==> src/rtl/uie_map.svh <==
// Register offsets, field positions, reset values and timing counts
`ifndef UIE_MAP_SVH
`define UIE_MAP_SVH
// ---------------------------------------------------------------
// Register offsets (byte addresses on the plain port)
// ---------------------------------------------------------------
`define UIE_IN_FLAGS_OFS      8'h02
`define UIE_OUT_FLAGS_OFS     8'h04
`define UIE_BUS_FLAGS_OFS     8'h06
`define UIE_IN_ENABLE_OFS     8'h07
`define UIE_OUT_ENABLE_OFS    8'h09
`define UIE_BUS_ENABLE_OFS    8'h0b
`define UIE_STATUS_OFS        8'h0c
`define UIE_STATUS_CLR_OFS    8'h0d
`define UIE_STATUS_EN_OFS     8'h0e
`define UIE_STATE_OFS         8'h0f
// ---------------------------------------------------------------
// Reset values and field layout
// ---------------------------------------------------------------
`define UIE_IN_ENABLE_RST     4'hf
`define UIE_OUT_ENABLE_RST    4'he
`define UIE_BUS_ENABLE_RST    4'h6
`define UIE_OUT_VALID_MASK    4'he
`define UIE_BIT_SOF           2'd3
`define UIE_BIT_RESET         2'd2
`define UIE_BIT_RESUME        2'd1
`define UIE_BIT_SUSPEND       2'd0
// ---------------------------------------------------------------
// Frame timing: one frame per millisecond
// ---------------------------------------------------------------
`define UIE_FRAME_NS          1000000
`define UIE_CLK_NS            4
`define UIE_FRAME_CYCLES      (`UIE_FRAME_NS / `UIE_CLK_NS)
`endif

==> src/rtl/uie_pkg.sv <==
// Types shared by the interrupt enable block
package uie_pkg;
    typedef enum logic [1:0] {
        UIE_ACTIVE  = 2'b01,
        UIE_SLEEP   = 2'b10
    } uie_power_t;
endpackage : uie_pkg

==> src/rtl/uie_frame_timer.sv <==
// Frame timer that synthesizes the frame-start event
`timescale 1ns/1ns
`include "uie_map.svh"
module uie_frame_timer import uie_pkg::*; #(
    parameter int FRAME_CYCLES = `UIE_FRAME_CYCLES
) (
    // Clock and reset
    input  wire logic mclk,
    input  wire logic reset_n,
    // Frame marks
    input  wire logic sof_seen,
    input  wire logic running,
    output logic      frame_due
);
    logic [31:0] count;

    // Restart on a real token; fire on our own when the token is late
    always_ff @(posedge mclk) begin
        if (!reset_n || !running) begin
            count     <= 32'h0;
            frame_due <= 1'b0;
        end else if (sof_seen || count == 32'(FRAME_CYCLES - 1)) begin
            count     <= 32'h0;
            frame_due <= 1'b1;
        end else begin
            count     <= count + 32'h1;
            frame_due <= 1'b0;
        end
    end
endmodule : uie_frame_timer

==> src/rtl/uie_irq_enable.sv <==
// Interrupt flags, enables and request for the USB function controller
//
// The strobed register port was left to the implementer.
`timescale 1ns/1ns
`include "uie_map.svh"
// Behaviour
// - IN enable bits 0,1 gate endpoint 0, IN1
// - IN enable bits 2,3 gate IN2, IN3
// - OUT enable bits 1-3 gate OUT1-3; bit0 none
// - Bus enable: SOF, reset, resume, suspend gating
// - Reading a flag register clears its flags
// - Frame start raised from own frame timing
// - Resume only when suspended; reset always
module uie_irq_enable import uie_pkg::*; #(
    parameter int FRAME_CYCLES = `UIE_FRAME_CYCLES
) (
    // Clock and reset
    input  wire logic       mclk,
    input  wire logic       reset_n,
    // Register port
    input  wire logic [7:0] reg_addr,
    input  wire logic [7:0] reg_wdata,
    input  wire logic       reg_write,
    input  wire logic       reg_read,
    output logic      [7:0] reg_rdata,
    // Events from the serial engine and endpoints
    input  wire logic [3:0] in_event,
    input  wire logic [3:0] out_event,
    input  wire logic       sof_token,
    input  wire logic       bus_reset_seen,
    input  wire logic       resume_seen,
    input  wire logic       suspend_seen,
    // Interrupt outputs
    output logic            usb_irq,
    output logic            irq
);
    logic [3:0] in_flags, out_flags, bus_flags;
    logic [3:0] in_en, out_en, bus_en;
    logic [3:0] next_bus_set;
    logic [2:0] st_flags, st_en;
    uie_power_t power;
    logic       frame_due;
    logic       rd_in, rd_out, rd_bus;

    // ---------------------------------------------------------------
    // Frame timer
    // ---------------------------------------------------------------
    uie_frame_timer #(.FRAME_CYCLES(FRAME_CYCLES)) u_frame (
        .mclk      (mclk),
        .reset_n   (reset_n),
        .sof_seen  (sof_token),
        .running   (power == UIE_ACTIVE),
        .frame_due (frame_due)
    );

    // ---------------------------------------------------------------
    // Pending flags
    // ---------------------------------------------------------------
    assign rd_in  = reg_read && reg_addr == `UIE_IN_FLAGS_OFS;
    assign rd_out = reg_read && reg_addr == `UIE_OUT_FLAGS_OFS;
    assign rd_bus = reg_read && reg_addr == `UIE_BUS_FLAGS_OFS;

    // Bus events in field order
    always_comb begin
        next_bus_set = 4'h0;
        next_bus_set[`UIE_BIT_SOF]     = frame_due;
        next_bus_set[`UIE_BIT_RESET]   = bus_reset_seen;
        next_bus_set[`UIE_BIT_RESUME]  = resume_seen && power == UIE_SLEEP;
        next_bus_set[`UIE_BIT_SUSPEND] = suspend_seen;
    end

    // Read clears, but an event in the same cycle survives the read
    always_ff @(posedge mclk) begin
        if (!reset_n) begin
            in_flags  <= 4'h0;
            out_flags <= 4'h0;
            bus_flags <= 4'h0;
        end else begin
            in_flags  <= (rd_in ? 4'h0 : in_flags) | in_event;
            out_flags <= ((rd_out ? 4'h0 : out_flags) | out_event)
                         & `UIE_OUT_VALID_MASK;
            bus_flags <= (rd_bus ? 4'h0 : bus_flags) | next_bus_set;
        end
    end

    // Suspend state follows bus signalling
    always_ff @(posedge mclk) begin
        if (!reset_n) begin
            power <= UIE_ACTIVE;
        end else begin
            case (power)
                UIE_ACTIVE: if (suspend_seen) power <= UIE_SLEEP;
                UIE_SLEEP:  if (resume_seen || bus_reset_seen) power <= UIE_ACTIVE;
                default:    power <= UIE_ACTIVE;
            endcase
        end
    end

    // ---------------------------------------------------------------
    // Enable registers
    // ---------------------------------------------------------------
    always_ff @(posedge mclk) begin
        if (!reset_n) begin
            in_en  <= `UIE_IN_ENABLE_RST;
            out_en <= `UIE_OUT_ENABLE_RST;
            bus_en <= `UIE_BUS_ENABLE_RST;
        end else if (reg_write) begin
            if (reg_addr == `UIE_IN_ENABLE_OFS)  in_en  <= reg_wdata[3:0];
            if (reg_addr == `UIE_OUT_ENABLE_OFS) out_en <= reg_wdata[3:0] & `UIE_OUT_VALID_MASK;
            if (reg_addr == `UIE_BUS_ENABLE_OFS) bus_en <= reg_wdata[3:0];
        end
    end

    // Gated request to the core
    assign usb_irq = |(in_flags & in_en)
                   | |(out_flags & out_en)
                   | |(bus_flags & bus_en);

    // ---------------------------------------------------------------
    // Sticky status: 0 endpoint group, 1 bus group, 2 frame timer
    // ---------------------------------------------------------------
    always_ff @(posedge mclk) begin
        if (!reset_n) begin
            st_flags <= 3'h0;
            st_en    <= 3'h0;
        end else begin
            st_flags <= (reg_write && reg_addr == `UIE_STATUS_CLR_OFS
                         ? st_flags & ~reg_wdata[2:0] : st_flags)
                      | {frame_due, |next_bus_set,
                         |in_event | |(out_event & `UIE_OUT_VALID_MASK)};
            if (reg_write && reg_addr == `UIE_STATUS_EN_OFS) st_en <= reg_wdata[2:0];
        end
    end
    assign irq = |(st_flags & st_en);

    // Read data one cycle after the strobe
    always_ff @(posedge mclk) begin
        if (!reset_n) begin
            reg_rdata <= 8'h0;
        end else if (reg_read) begin
            case (reg_addr)
                `UIE_IN_FLAGS_OFS:   reg_rdata <= {4'h0, in_flags};
                `UIE_OUT_FLAGS_OFS:  reg_rdata <= {4'h0, out_flags};
                `UIE_BUS_FLAGS_OFS:  reg_rdata <= {4'h0, bus_flags};
                `UIE_IN_ENABLE_OFS:  reg_rdata <= {4'h0, in_en};
                `UIE_OUT_ENABLE_OFS: reg_rdata <= {4'h0, out_en};
                `UIE_BUS_ENABLE_OFS: reg_rdata <= {4'h0, bus_en};
                `UIE_STATUS_OFS:     reg_rdata <= {5'h0, st_flags};
                `UIE_STATUS_EN_OFS:  reg_rdata <= {5'h0, st_en};
                `UIE_STATE_OFS:      reg_rdata <= {6'h0, power};
                default:             reg_rdata <= 8'h0;
            endcase
        end else begin
            reg_rdata <= 8'h0;
        end
    end

    // ---------------------------------------------------------------
    // Checks
    // ---------------------------------------------------------------
    a_in_gate: assert property (@(posedge mclk) disable iff (!reset_n)
        (in_flags[1:0] & in_en[1:0]) != 2'h0 |-> usb_irq) else $error("IN gate");
    a_in_hi_gate: assert property (@(posedge mclk) disable iff (!reset_n)
        (in_flags[3:2] & in_en[3:2]) != 2'h0 |-> usb_irq) else $error("IN hi");
    a_out_bit0: assert property (@(posedge mclk) disable iff (!reset_n)
        !out_flags[0] && !out_en[0]) else $error("OUT bit0 set");
    a_bus_gate: assert property (@(posedge mclk) disable iff (!reset_n)
        (bus_flags & bus_en) != 4'h0 |-> usb_irq) else $error("bus gate");
    a_read_clear: assert property (@(posedge mclk) disable iff (!reset_n)
        rd_bus && next_bus_set == 4'h0 |=> bus_flags == 4'h0) else $error("no clear");
    a_frame_synth: assert property (@(posedge mclk) disable iff (!reset_n)
        frame_due |=> bus_flags[`UIE_BIT_SOF]) else $error("frame lost");
    a_resume_sleep: assert property (@(posedge mclk) disable iff (!reset_n)
        $rose(bus_flags[`UIE_BIT_RESUME]) |-> $past(power) == UIE_SLEEP)
        else $error("resume awake");
    a_irq_low: assert property (@(posedge mclk) disable iff (!reset_n)
        usb_irq |-> ((in_flags & in_en) | (out_flags & out_en) | (bus_flags & bus_en)) != 4'h0)
        else $error("spurious irq");
    c_irq: cover property (@(posedge mclk) disable iff (!reset_n) $rose(usb_irq));
    c_sleep: cover property (@(posedge mclk) disable iff (!reset_n) power == UIE_SLEEP);
    c_rdclr: cover property (@(posedge mclk) disable iff (!reset_n) rd_bus && bus_flags != 4'h0);
endmodule : uie_irq_enable

==> config.mk <==
export PLATFORM = sky130hd
export DESIGN_NAME = uie_irq_enable
export DESIGN_NICKNAME = d
export VERILOG_FILES = /design/src/rtl/uie_pkg.sv /design/src/rtl/uie_frame_timer.sv /design/src/rtl/uie_irq_enable.sv
export VERILOG_INCLUDE_DIRS = /design/src /design/src/rtl
export SDC_FILE = /design/constraint.sdc
export NUM_CORES = 1
export LEC_CHECK = 0
export BUFFER_PORTS_ARGS = -buffer_cell sky130_fd_sc_hd__buf_4
export CORE_ASPECT_RATIO = 0.7
export CORE_UTILIZATION = 47
export DETAILED_ROUTE_END_ITERATION = 7
export PLACE_DENSITY = 0.69
export SYNTH_ARGS = -nofsm -noshare
export SYNTH_HDL_FRONTEND = slang
export SYNTH_HIERARCHICAL = 1
export SYNTH_SLANG_ARGS = --single-unit
export TNS_END_PERCENT = 20
==> constraint.sdc <==
create_clock -name mclk -period 1.8 [get_ports mclk]
set_input_delay 0.09 -clock mclk [delete_from_list [all_inputs] [get_ports mclk]]
set_output_delay 0.09 -clock mclk [all_outputs]
set_load 0.05 [all_outputs]
==> qor.yml, run 1 <==
grt_max_degree: 26
synth_area_um2: 3314
fin_skew_ns: 0.008494
cp-end-kind: "flip-flop"
violations: "negative setup slack"
clock-root-buffer: "clkbuf_8"
layout.nets: 480
worstSetupPathType: "flip-flop to flip-flop"
ys.flop_type: "dfxtp_1"
synth_top_area_share_pct: 40.47
ir_drop_uv: 513.6
r2r-start: "u_frame/count[1]$_SDFF_PP0_"
core_area_um2: 6788
drv_slew: 0
clkPwrFrac_pct: 38.7
die_h_um: 72.26
setup_viol: 16
internal-power_mw: 2.154
p_sw_uw: 785.3
rr_worst_depth: 6
power_mw: 2.940
max_freq_ghz: 0.5232
dpl.hpwl_um: 6164
yosysSeqAreaShare_pct: 40.47
grt_usage_pct: 25.55
layout-drive-gt1-share_pct: 25.66
first_pass_iters: 5
utilization_pct: 61.23
comb_power_share_pct: 9.2
seq_power_share_pct: 52.1
cts_sinks: 67
setup_slack_ns: -0.1114
pin_count: 42
fp.dieArea_um2: 7397
synth_area_per_cell_um2: 8.609
grt_pass1_wl_um: 14150
drc: 0
synth_seq_cells: 67
die_width_um: 102.4
totalWireLength_um: 8938
status: "complete, but fails checks"
async_flop_share_pct: 0
synthTopCellsByArea: "dfxtp_1, a21oi_1, mux2i_1"
crit_arrival_ns: 2.19
critPathRequiredTime_ns: 2.08
drv_cap: 0
crit_path_start: "u_frame/count[1]$_SDFF_PP0_"
synth_warnings: 6
htreeDepth: 3
r2r_end: "u_frame/count[22]$_SDFF_PP0_"
clock_latency_ns: 0.35
synth_edf_count: 0
cp_max_fo: 8
fin_cells: 546
syn_inst: 385
clockBufferDepth: 2
worstSetupStartpointType: "flip-flop"
antenna_left: 0
netSwitchingFraction_pct: 26.71
clk_pin_slew_worst_paths_ns: 0.08
synth.distinct_cells: 58
rsz0062_at_grt: "true"
cts_tree: "done"
synth_top_cell_by_area: "dfxtp_1"
crit_path_end: "u_frame/count[22]$_SDFF_PP0_"
drtIter0Drc: 254
routedWlPerCell_um: 16.37
vias: 3237
diodes: 0
grt_overflow: 0
leakage_nw: 1.550
via_per_inst: 5.929
p_per_area_nw_per_um2: 707.3
cts_buffers: 9
placed_cells: 515
hp-class: "input pin to flip-flop"
grt_pass1_vias: 2794
final_hold_viol_count: 0
routabilityCongestion: 0.9122
antenna_found_initial: 0
syn2layout_area_growth_pct: 25.41
port_buffers: 32
final.min_clock_period_ns: 1.911
hold_ws_ns: 0.01883
start_util_pct: 48.83
row_count: 25
rrSetupSlack_ns: -0.11
fin_crit_sh_pct: 106.2
## timing repair
action,CTS,global route
endpoints found under the hold margin,13,0
hold buffers,8,0
gates cloned,1,0
setup endpoints to repair,14,29
resized for setup,12,22
setup buffers,3,3
pin swaps,8,13
## area by class of cell
type / instances / area, µm²
Multi-Input combinational cell: 287 / 1893
Inverter: 12 / 45.04
Sequential cell: 67 / 1365
Timing Repair Buffer: 70 / 556.8
Tap cell: 94 / 117.6
Clock buffer: 10 / 137.6
Fill cell: 612 / 2631
Clock inverter: 6 / 41.29
## flip-flops by register name, summed over array words and instances (netlist names)
register and count:
bus_en 4, bus_flags 4, in_en 4, in_flags 4, out_en 3, out_flags 3, power 2, reg_rdata 4
st_en 3, st_flags 3, u_frame/count 32, u_frame/frame_due 1
## critical path, cell delays in order, from the launching register on
cell and delay [ns]:
dfxtp_4 0.37, ha_4 0.15, nand3_4 0.06, or4_4 0.52
buf_6 0.15, or4_4 0.48, a21oi_2 0.12
## synth_stat cells, types with 8 or more instances
library cell  instances
nor4_1                8
o31ai_1              11
o21ai_0              21
a21oi_1              35
nand3_1              14
mux2i_1              15
nor2_1               31
nand2_1              30
dfxtp_1              67
inv_1                11
buf_2                 9
or4_1                10
xnor2_1               8
or3_1                 8
nand4_1              17
## cells in the final DEF (no fill, tap or decap), types with 3 or more instances in the layout
cell type and count:
nand2_1 30, and2_1 5, a21oi_1 32, dfxtp_4 4, dfxtp_1 56, xor2_1 4
nand3_1 14, clkinvlp_4 3, or4_1 6, buf_4 59, nor3_1 6, or4_4 5
nor2b_1 7, a31oi_1 4, mux2i_1 15, dfxtp_2 7, dlygate4sd3_1 8, inv_1 11
and4_1 4, o31ai_1 6, buf_6 3, conb_1 4, or3_2 3, a221oi_1 4
or3_1 8, a21oi_2 3, xnor2_1 8, o21ai_0 21, a22o_1 3, nand4_1 17
nor4_1 8, o31ai_2 4, clkbuf_8 10, nor2_1 31
## worst min-delay path by stage
stage / start / to / slack, ns / depth (start not counted)
floorplan: in_event[0] / in_flags[0]$_SDFF_PN0_ / 0.21 / 2
global placement: in_event[2] / in_flags[2]$_SDFF_PN0_ / 0.30 / 3
detailed placement: in_event[3] / in_flags[3]$_SDFF_PN0_ / 0.32 / 3
CTS: out_event[3] / st_flags[0]$_SDFF_PN0_ / 0.02 / 3
global route: out_event[3] / st_flags[0]$_SDFF_PN0_ / 0.01 / 3
finish: out_event[3] / st_flags[0]$_SDFF_PN0_ / 0.02 / 3
## power by group through the flow
stage	registers (mW)	clock network [mW]	logic, mW
after floorplan	1.56	0	0.162
after global placement	1.57	0	0.241
after detailed placement	1.57	0	0.246
after CTS	1.53	1.16	0.263
after global routing	1.53	1.22	0.293
final	1.53	1.14	0.270
## stage by stage
step	setup WS (ns)	TNS, ns	instance area (µm²)
floorplan	-0.05510	-0.3584	3348
global placement	-0.1470	-1.059	3744
detailed placement	-0.1760	-1.516	3744
CTS	-0.1418	-0.9692	4066
global route	-0.1745	-2.964	4156
finish	-0.1114	-0.7460	4156
## routing by layer
| layer | vias up | GRT usage (%) | routed length [µm] |
|---|---|---|---|
| met4 | 0 | 10.16 | 137 |
| met2 | 139 | 34.82 | 3735 |
| met1 | 1543 | 39.08 | 4386 |
| met3 | 12 | 4.817 | 678 |
| li1 | 1543 | - | - |
| met5 | - | 0 | 0 |
## kinds of logic (layout without fill, tap and decap cells)
family	count (synthesis)	in the layout	share of synthesized area, %
simple gates	162	162	27.94
mux	18	18	5.889
compound gates	90	90	16.61
fa+ha+maj	1	1	0.3774
xor+xnor	12	12	3.171
flops	67	67	40.47
other cells	1	4	0.1131
buf+inv	34	98	5.436
(Power assumes the default switching activity.)
==> inputs of run 2 (changes only) <==
PLACE_DENSITY = 0.72   (was 0.69)
SETUP_SLACK_MARGIN = 0.05   (was default)
SLEW_MARGIN = 10   (was default)
==> run 2 against run 1 <==
Against the previous run:
- the run still ends with negative setup slack left
- count of clock-buffer cells in the layout stayed put
- power is 10% higher
- critical path depth stayed put
- routed wire length is 3.0% lower
- hold slack better by 0.0036 ns
- combinational power hardly changed
- register-to-register slack worse by 0.05 ns
- sequential share of layout area is 0.62 points lower
- sequential power hardly changed
- critical endpoint is now u_frame/count[26]$_SDFF_PP0_
- largest cell class unchanged
- largest power group unchanged
==> qor.yml, run 2 (synthesis results as in run 1) <==
status: "complete, but fails checks"
violations: "negative setup slack"
worst_slew_pin_slew_ns: 0.4950
crit_chain: "ha_4, nand3_4, or4_4, buf_6, or4b_4, a21oi_2"
timing.hold.worst_endpoint: "out_flags[1]$_SDFF_PN0_"
cp_slowest_cell: "or4_4"
worstSetupPathType: "flip-flop to flip-flop"
grt_overflow: 0  # unchanged
p_per_area_nw_per_um2: 771.8  # +9.1%
r2r-start: "u_frame/count[1]$_SDFF_PP0_"
multiInputGateArea_um2: 1881  # -0.66%
placed_cells: 520  # +0.97%
p_sw_uw: 795.0  # +1.2%
place_ws_ns: -0.1629  # +0.01314 ns
r2r_end: "u_frame/count[26]$_SDFF_PP0_"
fp.dieArea_um2: 7397  # unchanged
cts_sinks: 67  # unchanged
final.min_clock_period_ns: 1.957  # +0.04560 ns
die_h_um: 72.26  # unchanged
grt_pass1_vias: 2807  # +0.47%
cp_max_fo: 7  # -1
vias: 3188  # -1.5%
cpPeakStageDelay_ns: 0.54  # +0.02 ns
dr_wl_met2_um: 3634  # -2.7%
routabilityCongestion: 0.9405  # +3.1%
hold_ws_ns: 0.02239  # +0.003558 ns
max_freq_ghz: 0.5110  # -2.3%
fin_skew_ns: 0.01118  # +0.002690 ns
grt_usage_pct: 24.79  # -0.76 points
comb_power_share_pct: 8.4  # -0.8 points
netSwitchingFraction_pct: 24.56  # -2.2 points
cp-end-kind: "flip-flop"
worstSetupStartpointType: "flip-flop"
wl_met3_um: 632  # -6.8%
setup_slack_ns: -0.1570  # -0.04560 ns
antenna_left: 0  # unchanged
clockBufferDepth: 2  # unchanged
worstHoldStart: "out_event[1]"
cts_buffers: 9  # unchanged
port_buffers: 32  # unchanged
clk_pin_slew_worst_paths_ns: 0.08  # about the same
final_hold_viol_count: 0  # unchanged
grt_pass1_wl_um: 13760  # -2.7%
totalWireLength_um: 8668  # -3.0%
slew_headroom_pct: 66.75
wl_met1_um: 4225  # -3.7%
clock_latency_ns: 0.35  # about the same
start_util_pct: 48.83  # unchanged
crit_arrival_ns: 2.24  # +0.05 ns
pin_count: 42  # unchanged
via_per_inst: 5.807  # -2.1%
holdPathStages: 3  # unchanged
antenna_found_initial: 0  # unchanged
clkPwrFrac_pct: 44.1  # +5.4 points
dpl.hpwl_um: 6020  # -2.3%
largest_reg_flops: 32  # unchanged
cp_num_cells: 6  # unchanged
top_layer: "met4"
clock-root-buffer: "clkbuf_8"
n_fill_cell: 595  # -2.8%
largest_register: "u_frame/count"
grt_max_degree: 26  # unchanged
setup_viol: 16  # unchanged
drtIter0Drc: 234  # -7.9%
layout-drive-gt1-share_pct: 24.18  # -1.5 points
seq_power_share_pct: 47.4  # -4.7 points
path_delay_family: "simple AND/OR/NAND/NOR gates"
syn2layout_area_growth_pct: 26.54
layout.nets: 483  # +0.63%
drv_slew: 0  # unchanged
routedWlPerCell_um: 15.79  # -3.6%
drv_cap: 0  # unchanged
rr_worst_depth: 6  # unchanged
core_area_um2: 6788  # unchanged
critPathRequiredTime_ns: 2.08  # about the same
rsz0062_at_grt: "true"
row_count: 25  # unchanged
ir_drop_uv: 475.1  # -7.5%
fin_crit_sh_pct: 108.7  # +2.5 points
path_buf_inv: 1  # unchanged
fin_cells: 549  # +0.55%
cts_tree: "done"
first_pass_iters: 5  # unchanged
htreeDepth: 3  # unchanged
internal-power_mw: 2.442  # +13%
drc: 0  # unchanged
leakage_nw: 1.577  # +1.7%
register_area_um2: 1351  # -1.0%
final_common_cell: "dfxtp_1"
rrSetupSlack_ns: -0.16  # -0.05 ns
die_width_um: 102.4  # unchanged
most-common-layout-cells: "dfxtp_1, buf_4, nor2_1"
diodes: 0  # unchanged
hp-class: "input pin to flip-flop"
run 2: cell count changes in the layout (fill, tap and decap cells not counted), moves of 3 or more:
cell	previous run	this run
o31ai_2	4	0
buf_4	59	62
dfxtp_1	56	63
dfxtp_2	7	2
o31ai_1	6	11
run 2: worst max path at each step:
stage / startpoint / to / slack, ns
floorplan: u_frame/count[1]$_SDFF_PP0_ / u_frame/count[26]$_SDFF_PP0_ / -0.05
global placement: u_frame/count[1]$_SDFF_PP0_ / u_frame/count[26]$_SDFF_PP0_ / -0.16
detailed placement: u_frame/count[1]$_SDFF_PP0_ / u_frame/count[26]$_SDFF_PP0_ / -0.16
CTS: u_frame/count[0]$_SDFF_PP0_ / u_frame/count[26]$_SDFF_PP0_ / -0.14
finish: u_frame/count[1]$_SDFF_PP0_ / u_frame/count[26]$_SDFF_PP0_ / -0.16
global route: u_frame/count[0]$_SDFF_PP0_ / u_frame/count[29]$_SDFF_PP0_ / -0.19
run 2: layout make-up:
type	instances	share of cell area, %
Inverter	12	1.074
Tap cell	94	2.804
Clock buffer	10	3.282
Sequential cell	67	32.22
Multi-Input combinational cell	287	44.84
Timing Repair Buffer	73	13.66
Clock inverter	6	2.118
run 2: layer usage:
metal	vias to the layer above	track usage [%]
met5	-	0
met3	21	5.877
met2	133	34.08
met4	0	9.365
li1	1548	-
met1	1486	37.17
run 2: per-stage QoR:
step           power [mW]  TNS (ns)  util [%]  instance area, µm²
2_1_floorplan       1.723   -0.1878         -                3348
3_3_place_gp        1.815   -0.9108     55.71                3781
3_5_place_dp        1.820    -1.422     55.71                3781
4_1_cts             3.258    -1.364     61.00                4140
5_1_grt             3.342    -3.246     61.79                4194
6_report            3.237    -1.309     61.79                4194
run 2: power by group through the flow:
stage | Clock [mW] | Sequential [mW] | Combinational (mW)
finish | 1.43 | 1.54 | 0.272
floorplan | 0 | 1.56 | 0.162
CTS | 1.46 | 1.53 | 0.265
global route | 1.51 | 1.54 | 0.296
global placement | 0 | 1.57 | 0.246
detailed placement | 0 | 1.57 | 0.250
run 2: what timing repair did:
item,4_1_cts,5_1_grt
buffers inserted,3,1
hold endpoints to repair,13,0
hold buffers,8,0
pin swaps,3,7
setup endpoints to repair,16,32
gates resized for setup,7,13
cloned,1,0
run 2: worst reg2reg max path, stage by stage (launching register included):
cell     delay [ns]
dfxtp_4        0.37
ha_4           0.15
nand3_4        0.08
or4_4          0.55
buf_6          0.16
or4b_4         0.48
a21oi_2        0.12
